## src/core/ess_defs.svh

```systemverilog
// constants for the eeprom signature scan stepper
// assumes byte addresses of at most 16 bits
`ifndef ESS_DEFS_SVH
`define ESS_DEFS_SVH

// ----------------------------------------
// signature and widths
// ----------------------------------------
`define ESS_SIGNATURE 32'hEEC0_DE1F
`define ESS_ADDR_W 16
`define ESS_SCAN_START 16'h0000

// ----------------------------------------
// log2 of automatic step, short format
// ----------------------------------------
`define ESS_S00_STEP_LOG2 5'h05
`define ESS_S10_STEP_LOG2 5'h07
`define ESS_S11_STEP_LOG2 5'h08

// ----------------------------------------
// log2 of automatic step, long format
// ----------------------------------------
`define ESS_L00_STEP_LOG2 5'h0A
`define ESS_L10_STEP_LOG2 5'h0B
`define ESS_L11_STEP_LOG2 5'h0C

// ----------------------------------------
// log2 of scan range
// ----------------------------------------
`define ESS_S00_RANGE_LOG2 5'h08
`define ESS_S10_RANGE_LOG2 5'h0A
`define ESS_S11_RANGE_LOG2 5'h0B
`define ESS_L00_RANGE_LOG2 5'h0C
`define ESS_L10_RANGE_LOG2 5'h0E
`define ESS_L11_RANGE_LOG2 5'h0F

// ----------------------------------------
// step modifier codes and strap settle
// ----------------------------------------
`define ESS_MOD_AUTO_LO 4'h0
`define ESS_MOD_AUTO_HI 4'hF
`define ESS_STRAP_SETTLE 2'h3

`endif

```

## src/core/ess_pkg.sv

```systemverilog
// types for the eeprom signature scan stepper
// assumes ess_defs.svh sits beside it
package ess_pkg;

  // ----------------------------------------
  // strap bundle
  // ----------------------------------------
  typedef struct packed {
    logic eeprom_address_format_select;
    logic [1:0] scan_size;
    logic [3:0] step_mod;
  } ess_strap_t;

  // ----------------------------------------
  // read request towards the i2c engine
  // ----------------------------------------
  typedef struct packed {
    logic req;
    logic [15:0] addr;
  } ess_rd_req_t;

  typedef enum logic [2:0] {
    ESS_ST_SETTLE,
    ESS_ST_WAIT,
    ESS_ST_REQ,
    ESS_ST_FOUND,
    ESS_ST_ABSENT
  } ess_state_t;

endpackage

```

## src/core/ess_scan_stepper.sv

```systemverilog
// eeprom signature scan stepper: walks scan addresses and checks signature
// assumes an i2c engine on CLK_I that reads four bytes per request
//
// Overview of operation
// - scan runs after power-up and after every reset, once START_I is seen high after the settle window.
// - first scan address is zero, then advance by the step.
// - short format, size 00: 256 bytes, step 32.
// - short format, size 10: 1024 bytes, step 128.
// - short format, size 11: 2048 bytes, step 256.
// - long format, size 00: 4096 bytes, step 1024.
// - long format, size 10: 16384 bytes, step 2048.
// - long format, size 11: 32768 bytes, step 4096.
// - modifier 0000 or 1111 keeps the automatic step.
// - modifier top bit clear multiplies step by two to the low bits.
// - finer steps by dividing down to one 64th are offered.
// - found record address always lies inside the scan range.
// - format strap zero selects short addressing, one selects 16-bit.
// - four bytes read are compared against fixed signature.
// - no signature in range ends search with no further reads.
`timescale 1ns/1ps
`include "ess_defs.svh"

module ess_scan_stepper
  import ess_pkg::*;
(
  // clock and reset
  input wire logic CLK_I,
  input wire logic RSTN_I,
  // strap pins
  input wire logic ADDR_FORMAT_SEL_I,
  input wire logic [1:0] SCAN_SIZE_I,
  input wire logic [3:0] STEP_MOD_I,
  // start from eeprom detection
  input wire logic START_I,
  // read channel to i2c engine
  output logic RD_REQ_O,
  output logic [15:0] RD_ADDR_O,
  input wire logic RD_DONE_I,
  input wire logic RD_ERR_I,
  input wire logic [31:0] RD_DATA_I,
  // status
  output logic BUSY_O,
  output logic FOUND_O,
  output logic ABSENT_O,
  output logic [15:0] RECORD_ADDR_O
);

  // ----------------------------------------
  // step and range decode
  // ----------------------------------------
  function automatic logic [4:0] ess_auto_log2(input ess_strap_t s);
    logic [4:0] v;
    v = `ESS_S00_STEP_LOG2;
    if (!s.eeprom_address_format_select) begin
      if (s.scan_size == 2'h2) v = `ESS_S10_STEP_LOG2;
      if (s.scan_size == 2'h3) v = `ESS_S11_STEP_LOG2;
    end else begin
      v = `ESS_L00_STEP_LOG2;
      if (s.scan_size == 2'h2) v = `ESS_L10_STEP_LOG2;
      if (s.scan_size == 2'h3) v = `ESS_L11_STEP_LOG2;
    end
    return v;
  endfunction

  function automatic logic [4:0] ess_range_log2(input ess_strap_t s);
    logic [4:0] v;
    v = `ESS_S00_RANGE_LOG2;
    if (!s.eeprom_address_format_select) begin
      if (s.scan_size == 2'b10) v = `ESS_S10_RANGE_LOG2;
      if (s.scan_size == 2'b11) v = `ESS_S11_RANGE_LOG2;
    end else begin
      v = `ESS_L00_RANGE_LOG2;
      if (s.scan_size == 2'b10) v = `ESS_L10_RANGE_LOG2;
      if (s.scan_size == 2'b11) v = `ESS_L11_RANGE_LOG2;
    end
    return v;
  endfunction

  function automatic logic [4:0] ess_step_log2(input ess_strap_t s);
    logic [4:0] b;
    logic [4:0] k;
    b = ess_auto_log2(s);
    k = {2'b00, s.step_mod[2:0]};
    if (s.step_mod == `ESS_MOD_AUTO_LO || s.step_mod == `ESS_MOD_AUTO_HI) begin
      return b;
    end
    if (!s.step_mod[3]) begin
      return 5'(b + k);
    end
    return (b >= k) ? 5'(b - k) : 5'h00;
  endfunction

  // ----------------------------------------
  // strap synchronisers and capture
  // ----------------------------------------
  ess_strap_t strap_s1_r;
  ess_strap_t strap_s2_r;
  ess_strap_t strap_r;
  ess_strap_t strap_nxt;
  logic [1:0] settle_r;
  logic start_s1_r;
  logic start_s2_r;

  assign strap_nxt = '{eeprom_address_format_select: ADDR_FORMAT_SEL_I, scan_size: SCAN_SIZE_I,
                       step_mod: STEP_MOD_I};

  always_ff @(posedge CLK_I or negedge RSTN_I) begin
    if (!RSTN_I) begin
      strap_s1_r <= '0;
      strap_s2_r <= '0;
      start_s1_r <= 1'b0;
      start_s2_r <= 1'b0;
    end else begin
      strap_s1_r <= strap_nxt;
      strap_s2_r <= strap_s1_r;
      start_s1_r <= START_I;
      start_s2_r <= start_s1_r;
    end
  end

  // ----------------------------------------
  // derived step and limit
  // ----------------------------------------
  logic [4:0] step_log2;
  logic [4:0] range_log2;
  logic [16:0] step_val;
  logic [16:0] limit_val;
  logic [16:0] addr_next;
  logic step_too_big;
  logic sig_match;
  logic last_addr;

  assign step_log2 = ess_step_log2(strap_r);
  assign range_log2 = ess_range_log2(strap_r);
  assign step_too_big = (step_log2 >= range_log2);
  assign step_val = step_too_big ? limit_val : (17'h0_0001 << step_log2);
  assign limit_val = 17'h0_0001 << range_log2;
  assign addr_next = {1'b0, RD_ADDR_O} + step_val;
  assign last_addr = (addr_next >= limit_val);
  assign sig_match = (RD_DATA_I == `ESS_SIGNATURE) && !RD_ERR_I;

  // ----------------------------------------
  // scan state machine
  // ----------------------------------------
  ess_state_t state_r;
  ess_state_t state_nxt;
  ess_rd_req_t rd_r;
  ess_rd_req_t rd_nxt;
  logic [15:0] rec_r;
  logic [15:0] rec_nxt;
  logic [1:0] settle_nxt;

  always_comb begin
    state_nxt = state_r;
    rd_nxt = rd_r;
    rec_nxt = rec_r;
    settle_nxt = settle_r;
    case (state_r)
      ESS_ST_SETTLE: begin
        settle_nxt = 2'(settle_r + 2'h1);
        if (settle_r == `ESS_STRAP_SETTLE) begin
          state_nxt = ESS_ST_WAIT;
        end
      end
      ESS_ST_WAIT: begin
        if (start_s2_r) begin
          state_nxt = ESS_ST_REQ;
          rd_nxt.req = 1'b1;
          rd_nxt.addr = `ESS_SCAN_START;
        end
      end
      ESS_ST_REQ: begin
        if (RD_DONE_I) begin
          if (sig_match) begin
            state_nxt = ESS_ST_FOUND;
            rd_nxt.req = 1'b0;
            rec_nxt = rd_r.addr;
          end else if (last_addr) begin
            state_nxt = ESS_ST_ABSENT;
            rd_nxt.req = 1'b0;
          end else begin
            rd_nxt.addr = addr_next[15:0];
          end
        end
      end
      ESS_ST_FOUND: begin
        state_nxt = ESS_ST_FOUND;
      end
      ESS_ST_ABSENT: begin
        state_nxt = ESS_ST_ABSENT;
      end
      default: begin
        state_nxt = ESS_ST_SETTLE;
        rd_nxt = '0;
      end
    endcase
  end

  always_ff @(posedge CLK_I or negedge RSTN_I) begin
    if (!RSTN_I) begin
      state_r <= ESS_ST_SETTLE;
      rd_r <= '0;
      rec_r <= '0;
      settle_r <= 2'h0;
    end else begin
      state_r <= state_nxt;
      rd_r <= rd_nxt;
      rec_r <= rec_nxt;
      settle_r <= settle_nxt;
    end
  end

  // straps frozen once settled, format select included
  always_ff @(posedge CLK_I or negedge RSTN_I) begin
    if (!RSTN_I) begin
      strap_r <= '0;
    end else if (state_r == ESS_ST_SETTLE) begin
      strap_r <= strap_s2_r;
    end
  end

  // ----------------------------------------
  // outputs
  // ----------------------------------------
  assign RD_REQ_O = rd_r.req;
  assign RD_ADDR_O = rd_r.addr;
  assign BUSY_O = (state_r == ESS_ST_REQ);
  assign FOUND_O = (state_r == ESS_ST_FOUND);
  assign ABSENT_O = (state_r == ESS_ST_ABSENT);
  assign RECORD_ADDR_O = rec_r;
endmodule

```

## config.mk

```make
export PLATFORM = sky130hd
export DESIGN_NAME = ess_scan_stepper
export DESIGN_NICKNAME = d
export VERILOG_FILES = /design/src/core/ess_pkg.sv /design/src/core/ess_scan_stepper.sv
export VERILOG_INCLUDE_DIRS = /design/src /design/src/core
export SDC_FILE = /design/constraint.sdc
export NUM_CORES = 1
export LEC_CHECK = 0
export ABC_CLOCK_PERIOD_IN_PS = 8900
export BUFFER_PORTS_ARGS = -buffer_cell sky130_fd_sc_hd__buf_2
export CAP_MARGIN = 30
export CELL_PAD_IN_SITES_DETAIL_PLACEMENT = 0
export CELL_PAD_IN_SITES_GLOBAL_PLACEMENT = 2
export CORE_AREA = 2 2 109 111
export DETAILED_ROUTE_END_ITERATION = 16
export DIE_AREA = 0 0 111 113
export PLACE_DENSITY = 0.82
export SETUP_SLACK_MARGIN = 0.05
export SLEW_MARGIN = 5
export SYNTH_ARGS = -nofsm -noshare
export SYNTH_HDL_FRONTEND = slang
export SYNTH_SLANG_ARGS = --single-unit
```

## constraint.sdc

```tcl
create_clock -name CLK_I -period 8.9 [get_ports CLK_I]
set_input_delay 0.89 -clock CLK_I [delete_from_list [all_inputs] [get_ports CLK_I]]
set_output_delay 0.89 -clock CLK_I [all_outputs]
set_load 0.005 [all_outputs]
```

-- Yosys cells after proc, flatten, opt, wreduce, memory -nomap -nowiden
Cells that the tools add are included.
- bits in registers: 61
- bits of input ports: 44
- output and inout port bits: 36
- word-level logic and storage cells: 83
- $add $sub $neg: 4
- order comparisons: 3
- equality and inequality tests: 15
- shift operators: 2
- multiplexer cells: 32
- bitwise logic cells: 1
- reductions and logical operators: 10
- operators by type and width (kind ; number):
    17-bit 2-to-1 mux ; 3
    17-bit case mux with 3 select lines ; 1
    5-bit 2-to-1 mux ; 10
    1-bit by 5-bit << shifter with 17-bit output (first input constant) ; 2
    32-bit == test (second input constant) ; 1
    16-bit 2-to-1 mux ; 2
    16-bit by 17-bit adder with 17-bit output ; 1
    17-bit >= comparator ; 1
    3-bit 2-to-1 mux ; 5
    3-bit case mux with 5 select lines ; 1
    2-bit inequality test (second input constant) ; 5
    4-bit AND reduction ; 2
    2-bit == test (second input constant) ; 3
    3-bit by 2-bit == test with 1-bit output (second input constant) ; 2
    1-bit 2-to-1 mux ; 6
    2-bit 2-to-1 mux ; 3
    5-bit by 3-bit adder with 5-bit output ; 1
    5-bit by 3-bit >= comparator with 1-bit output ; 1
    5-bit >= comparator ; 1
    5-bit AND reduction ; 1
    5-bit by 3-bit subtractor with 5-bit output ; 1
    4-bit == test (second input constant) ; 1
    4-bit zero test ; 1
    4-bit 2-to-1 mux ; 1
    11 further kinds ; 11

-- Depth between registers and ports, before layout
- word-level depth: 16
- depth in mapped cells: 34
- mapped depth without buffers: 32

-- Worst setup path before layout
No wires, ideal clock.
- kind: register to register
- start: reg strap_r[6] (netlist bit)
- end: reg rd_r (netlist bit RD_REQ_O)
- library setup time: 125 ps
- arrival: 6389 ps
- required time: 8775 ps
- slack: 2386 ps
- cell stages (with the launch flop): 33
- buffers on the path: 0
- clock period less this slack: 6514 ps
- cells stage by stage: dfrtp_1 -> inv_1 -> nand2_1 -> nand2_1 -> inv_1 -> ha_1 -> nor3b_1 -> nor2_1 -> a21oi_1 -> mux2i_1 -> mux2_2 -> ha_1 -> nand2b_1 -> a21o_1 -> a21o_1 -> a211oi_1 -> nand2b_1 -> o22ai_1 -> ha_1 -> o21a_1 -> o21ai_1 -> a22o_1 -> a211oi_1 -> o21a_1 -> or3_1 -> and2_1 -> ha_1 -> a21o_1 -> a21oi_1 -> o31ai_1 -> or3_4 -> o21ai_0 -> mux2_2
- word-level cells in the longest chain between the ends: 11
- elaborated cells on any way between the ends: 18
- classes of those cells: add/sub: 3; order compare: 3; eq/ne: 1; shift: 2; mux: 8; reduce/logical: 1
- ends and longest elaborated chain (what ; RTL line ; source):
    from (decl) ; ess_scan_stepper.sv:98 ; ess_strap_t strap_r;
    from (signal assigned) ; ess_scan_stepper.sv:218 ; strap_r <= strap_s2_r;
    5-bit 2-to-1 mux ; ess_scan_stepper.sv:54 ; if (!s.eeprom_address_format_select) begin
    5-bit by 3-bit subtractor with 5-bit output (tied with other cells) ; ess_scan_stepper.sv:90 ; return (b >= k) ? 5'(b - k) : 5'h00;
    5-bit 2-to-1 mux, on equally long branches ; ess_scan_stepper.sv:90, ess_scan_stepper.sv:87 ;
    5-bit 2-to-1 mux ; ess_scan_stepper.sv:90 ;
    5-bit 2-to-1 mux ; ess_scan_stepper.sv:87 ; if (!s.step_mod[3]) begin
    5-bit >= comparator or 1-bit by 5-bit << shifter with 17-bit output (tied branches) ; ess_scan_stepper.sv:135, ess_scan_stepper.sv:136 ;
    17-bit 2-to-1 mux ; ess_scan_stepper.sv:136 ; assign step_val = step_too_big ? limit_val : (17'h0_0001 << step_log2);
    16-bit by 17-bit adder with 17-bit output ; ess_scan_stepper.sv:138 ; assign addr_next = {1'b0, RD_ADDR_O} + step_val;
    17-bit >= comparator * ; ess_scan_stepper.sv:139 ; assign last_addr = (addr_next >= limit_val);
    3-bit by 1-bit inequality test with 1-bit output (no line) * ; -- ;
    4-bit AND reduction (no line) * ; -- ;
    to (signal assigned) ; ess_scan_stepper.sv:207 ; rd_r <= rd_nxt;
    to (decl) ; ess_scan_stepper.sv:147 ; ess_rd_req_t rd_r;
Mark *: on every way between the ends. The rest lies on a longest branch, timed or not. The select of a mux whose other input is x is not followed.
A chain may end at the register's enable or synchronous reset.

-- Worst setup path after layout
Same ends and word-level chain as after synthesis.

==> impl_metrics.json <==
{
  "fillerInstances": 1084,
  "critical_path_required_ns": 9.12,
  "yosysSeqAreaShare_pct": 39.33,
  "finalWirelength_mm": 8.725,
  "avgSynthCellArea_um2": 10.49,
  "whs_ns": 0.3455,
  "synthTopCellsByArea": "dfrtp_1 (39%), ha_1 (12%), mux2_2 (6.4%), a22o_1 (2.5%), a21oi_1 (2.2%)",
  "io_pins": 80,
  "synth_top_family_by_area": "compound AO/OA/AOI/OAI gates",
  "power_uw": 648.1,
  "tightest_slew_ns": 0.8836,
  "final_cells": 602,
  "run_status": "completed",
  "yosys_most_used_dff": "dfrtp_1",
  "power_density_nw_per_um2": 137.3,
  "cp_common_cell": "ha_1",
  "io_buffer_count": 79,
  "placed_cells": 586,
  "fin_crit_ns": 7.289,
  "setup_viol": 0,
  "cp_slowest_cell": "o41ai_2",
  "vias_per_cell": 5.246,
  "async_flop_share_pct": 100.0,
  "startpoint": "strap_r[6]$_DFFE_PN0P_",
  "synth_top_area_cell": "dfrtp_1",
  "drt_first_pass_iters": 4,
  "yosys.area_share.simple_pct": 15.18,
  "cts-buffers-inserted": 9,
  "cts.sinks": 61,
  "synth_seq_cells": 61,
  "cts_hold_buf": 0,
  "timing.rr.start": "strap_r[6]$_DFFE_PN0P_",
  "slowest_delay_ns": 0.50,
  "cts-root-buf": "clkbuf_16",
  "synthMuxAreaShare_pct": 6.899,
  "place_area_um2": 4419,
  "fin_worst_skew_ns": 0.01046,
  "drcViolationCount": 0,
  "yosys_warnings": 0,
  "gp_congestion": 0.7965,
  "htreeDepth": 3,
  "max_freq_ghz": 0.1372,
  "coreArea_um2": 11270,
  "clock_latency_ns": 0.34,
  "maxCapViolCount": 0,
  "ant_nets": 0,
  "dieArea_um2": 12540,
  "post_cts_resized": 0,
  "endpoint_kind": "flip-flop",
  "synth-edff-count": 0,
  "num_vias": 3158,
  "grt_use_total_pct": 14.89,
  "initial_utilization_pct": 34.43,
  "cp-start-kind": "flip-flop",
  "clkSlewWorstSetupHoldPaths_ns": 0.06,
  "grt_max_degree": 62,
  "grt_first_pass_wirelength_mm": 15.10,
  "rsz0062_at_grt": "false",
  "min_path_type": "flip-flop to flip-flop",
  "relSlewSlack_pct": 40.93,
  "ys_types": 62,
  "grt_pass1_vias": 3204,
  "drt-wirelength-per-cell_um": 14.49,
  "clk_path_buf_depth": 2,
  "antenna_cells": 0,
  "synth.most_common_cell": "dfrtp_1",
  "fin_crit_sh_pct": 81.90,
  "die_w_um": 111,
  "synth.top_cell.area_share_pct": 39.33,
  "area_growth_pct": 21.60,
  "peakVddDrop_mv": 0.09903,
  "postCtsSetupRepairBufs": 0,
  "min_from": "strap_s1_r[1]$_DFF_PN0_",
  "worstPathMaxFanout": 6,
  "crit_type": "flip-flop to flip-flop",
  "synth_xor_area_share_pct": 2.708,
  "antenna_found_initial": 0,
  "row_count": 39,
  "slew_viol_final": 0,
  "drt_iter0_markers": 60,
  "nets": 539,
  "tns_ns": 0,
  "die_h_um": 113,
  "power_leakage_nw": 2.491,
  "synthAdderAreaFrac_pct": 13.80,
  "synth_compound_area_share_pct": 18.54,
  "ys_top_cells_by_count": "dfrtp_1 (61), ha_1 (38), mux2_2 (22), nand2_1 (22), inv_1 (21)",
  "syn_area_um2": 3881,
  "synth_cells": 370,
  "hold_viol": 0,
  "dp_hpwl_mm": 6.758,
  "arrival_ns": 7.51,
  "finalInstanceArea_um2": 4720,
  "layout-drive-gt1-share_pct": 29.41,
  "overflow": 0,
  "cts_tree": "built"
}
-- logic make-up (layout without fill, tap and decap cells) --
group | Yosys count | in the layout
simple gates | 101 | 101
fa+ha+maj | 41 | 41
compound gates | 100 | 100
xor+xnor | 12 | 12
buf+inv | 30 | 118
flops | 61 | 61
mux | 24 | 24
other cells | 1 | 2
-- path summary, 6_finish.rpt --
check / end / slack, ns / cells after the start
hold / removal: strap_s2_r[1]$_DFF_PN0_ / 0.35 / 0
setup reg to reg: RD_REQ_O$_DFFE_PN0P_ / 1.61 / 29
setup / recovery: RD_REQ_O$_DFFE_PN0P_ / 1.61 / 29
max in group asynchronous: strap_r[2]$_DFFE_PN0P_ / 7.66 / 2
hold reg to reg: strap_s2_r[1]$_DFF_PN0_ / 0.35 / 0
min in group asynchronous: RECORD_ADDR_O[0]$_DFFE_PN0P_ / 0.70 / 2
-- cell type report --
class                   instances  area [um^2]  share of cell area, %
clock inverters                 6        71.32                  1.511
inverters                      21        78.83                  1.670
flip-flops and latches         61         1526                  32.34
repair buffers                 81        410.4                  8.696
multi-input cells             280         2225                  47.14
well taps                     143        178.9                  3.791
clock buffers                  10        229.0                  4.852
-- power breakdown --
group          switching, mW  total, mW  internal [mW]
combinational        0.00847     0.0168        0.00836
clock                  0.131      0.349          0.218
sequential           0.00108      0.282          0.281
total                  0.140      0.648          0.508
-- placed cells by master, fill, tap and decap left out, types with 3 or more instances in the layout --
master / count
a21oi_1: 17
o22ai_1: 8
mux2_2: 22
a211oi_1: 7
nand3_1: 6
and2_1: 5
dfrtp_1: 61
o21bai_1: 4
xnor2_1: 8
or3_1: 5
nor2_1: 15
nand2_1: 22
clkbuf_16: 9
buf_2: 79
ha_1: 38
a211o_1: 3
o21a_1: 5
fa_1: 3
and4b_1: 3
nor3b_1: 4
nand4_1: 5
xor2_1: 4
a22o_1: 11
nand2b_1: 5
a22o_2: 4
o21ai_0: 14
nor2b_1: 6
a21o_1: 10
inv_1: 21
nor4_1: 3
nor3_1: 8
-- metrics by stage --
step / util (%) / worst slack, ns
2_1_floorplan: - / 2.386
3_3_place_gp: 39.21 / 1.827
3_5_place_dp: 39.21 / 1.688
4_1_cts: 41.87 / 1.640
5_1_grt: 41.87 / 0.9614
6_report: 41.87 / 1.611
-- flip-flops by register name (all words and copies together) (netlist names) --
| register | count |
|---|---|
| start_s1_r | 1 |
| start_s2_r | 1 |
| RD_ADDR_O | 16 |
| RECORD_ADDR_O | 16 |
| settle_r | 2 |
| strap_r | 7 |
| RD_REQ_O | 1 |
| strap_s1_r | 7 |
| strap_s2_r | 7 |
| state_r | 3 |
-- critical path: cells and delay by family (launching register included) --
| kind | cells | cell delay, ns |
|---|---|---|
| and+or+nand+nor | 7 | 1.87 |
| adders and majority gates | 4 | 1.15 |
| buffers and inverters | 3 | 0.40 |
| muxes | 1 | 0.36 |
| AOI/OAI and AO/OA | 14 | 3.00 |
| DFF | 1 | 0.40 |
-- routing by layer --
metal / wire, um / global-route usage, %
met5: 0 / 0
met4: 191 / 5.250
met3: 466 / 3.642
met2: 4110 / 24.99
met1: 3957 / 18.83
Note: power is estimated with default switching activity, not from simulation.
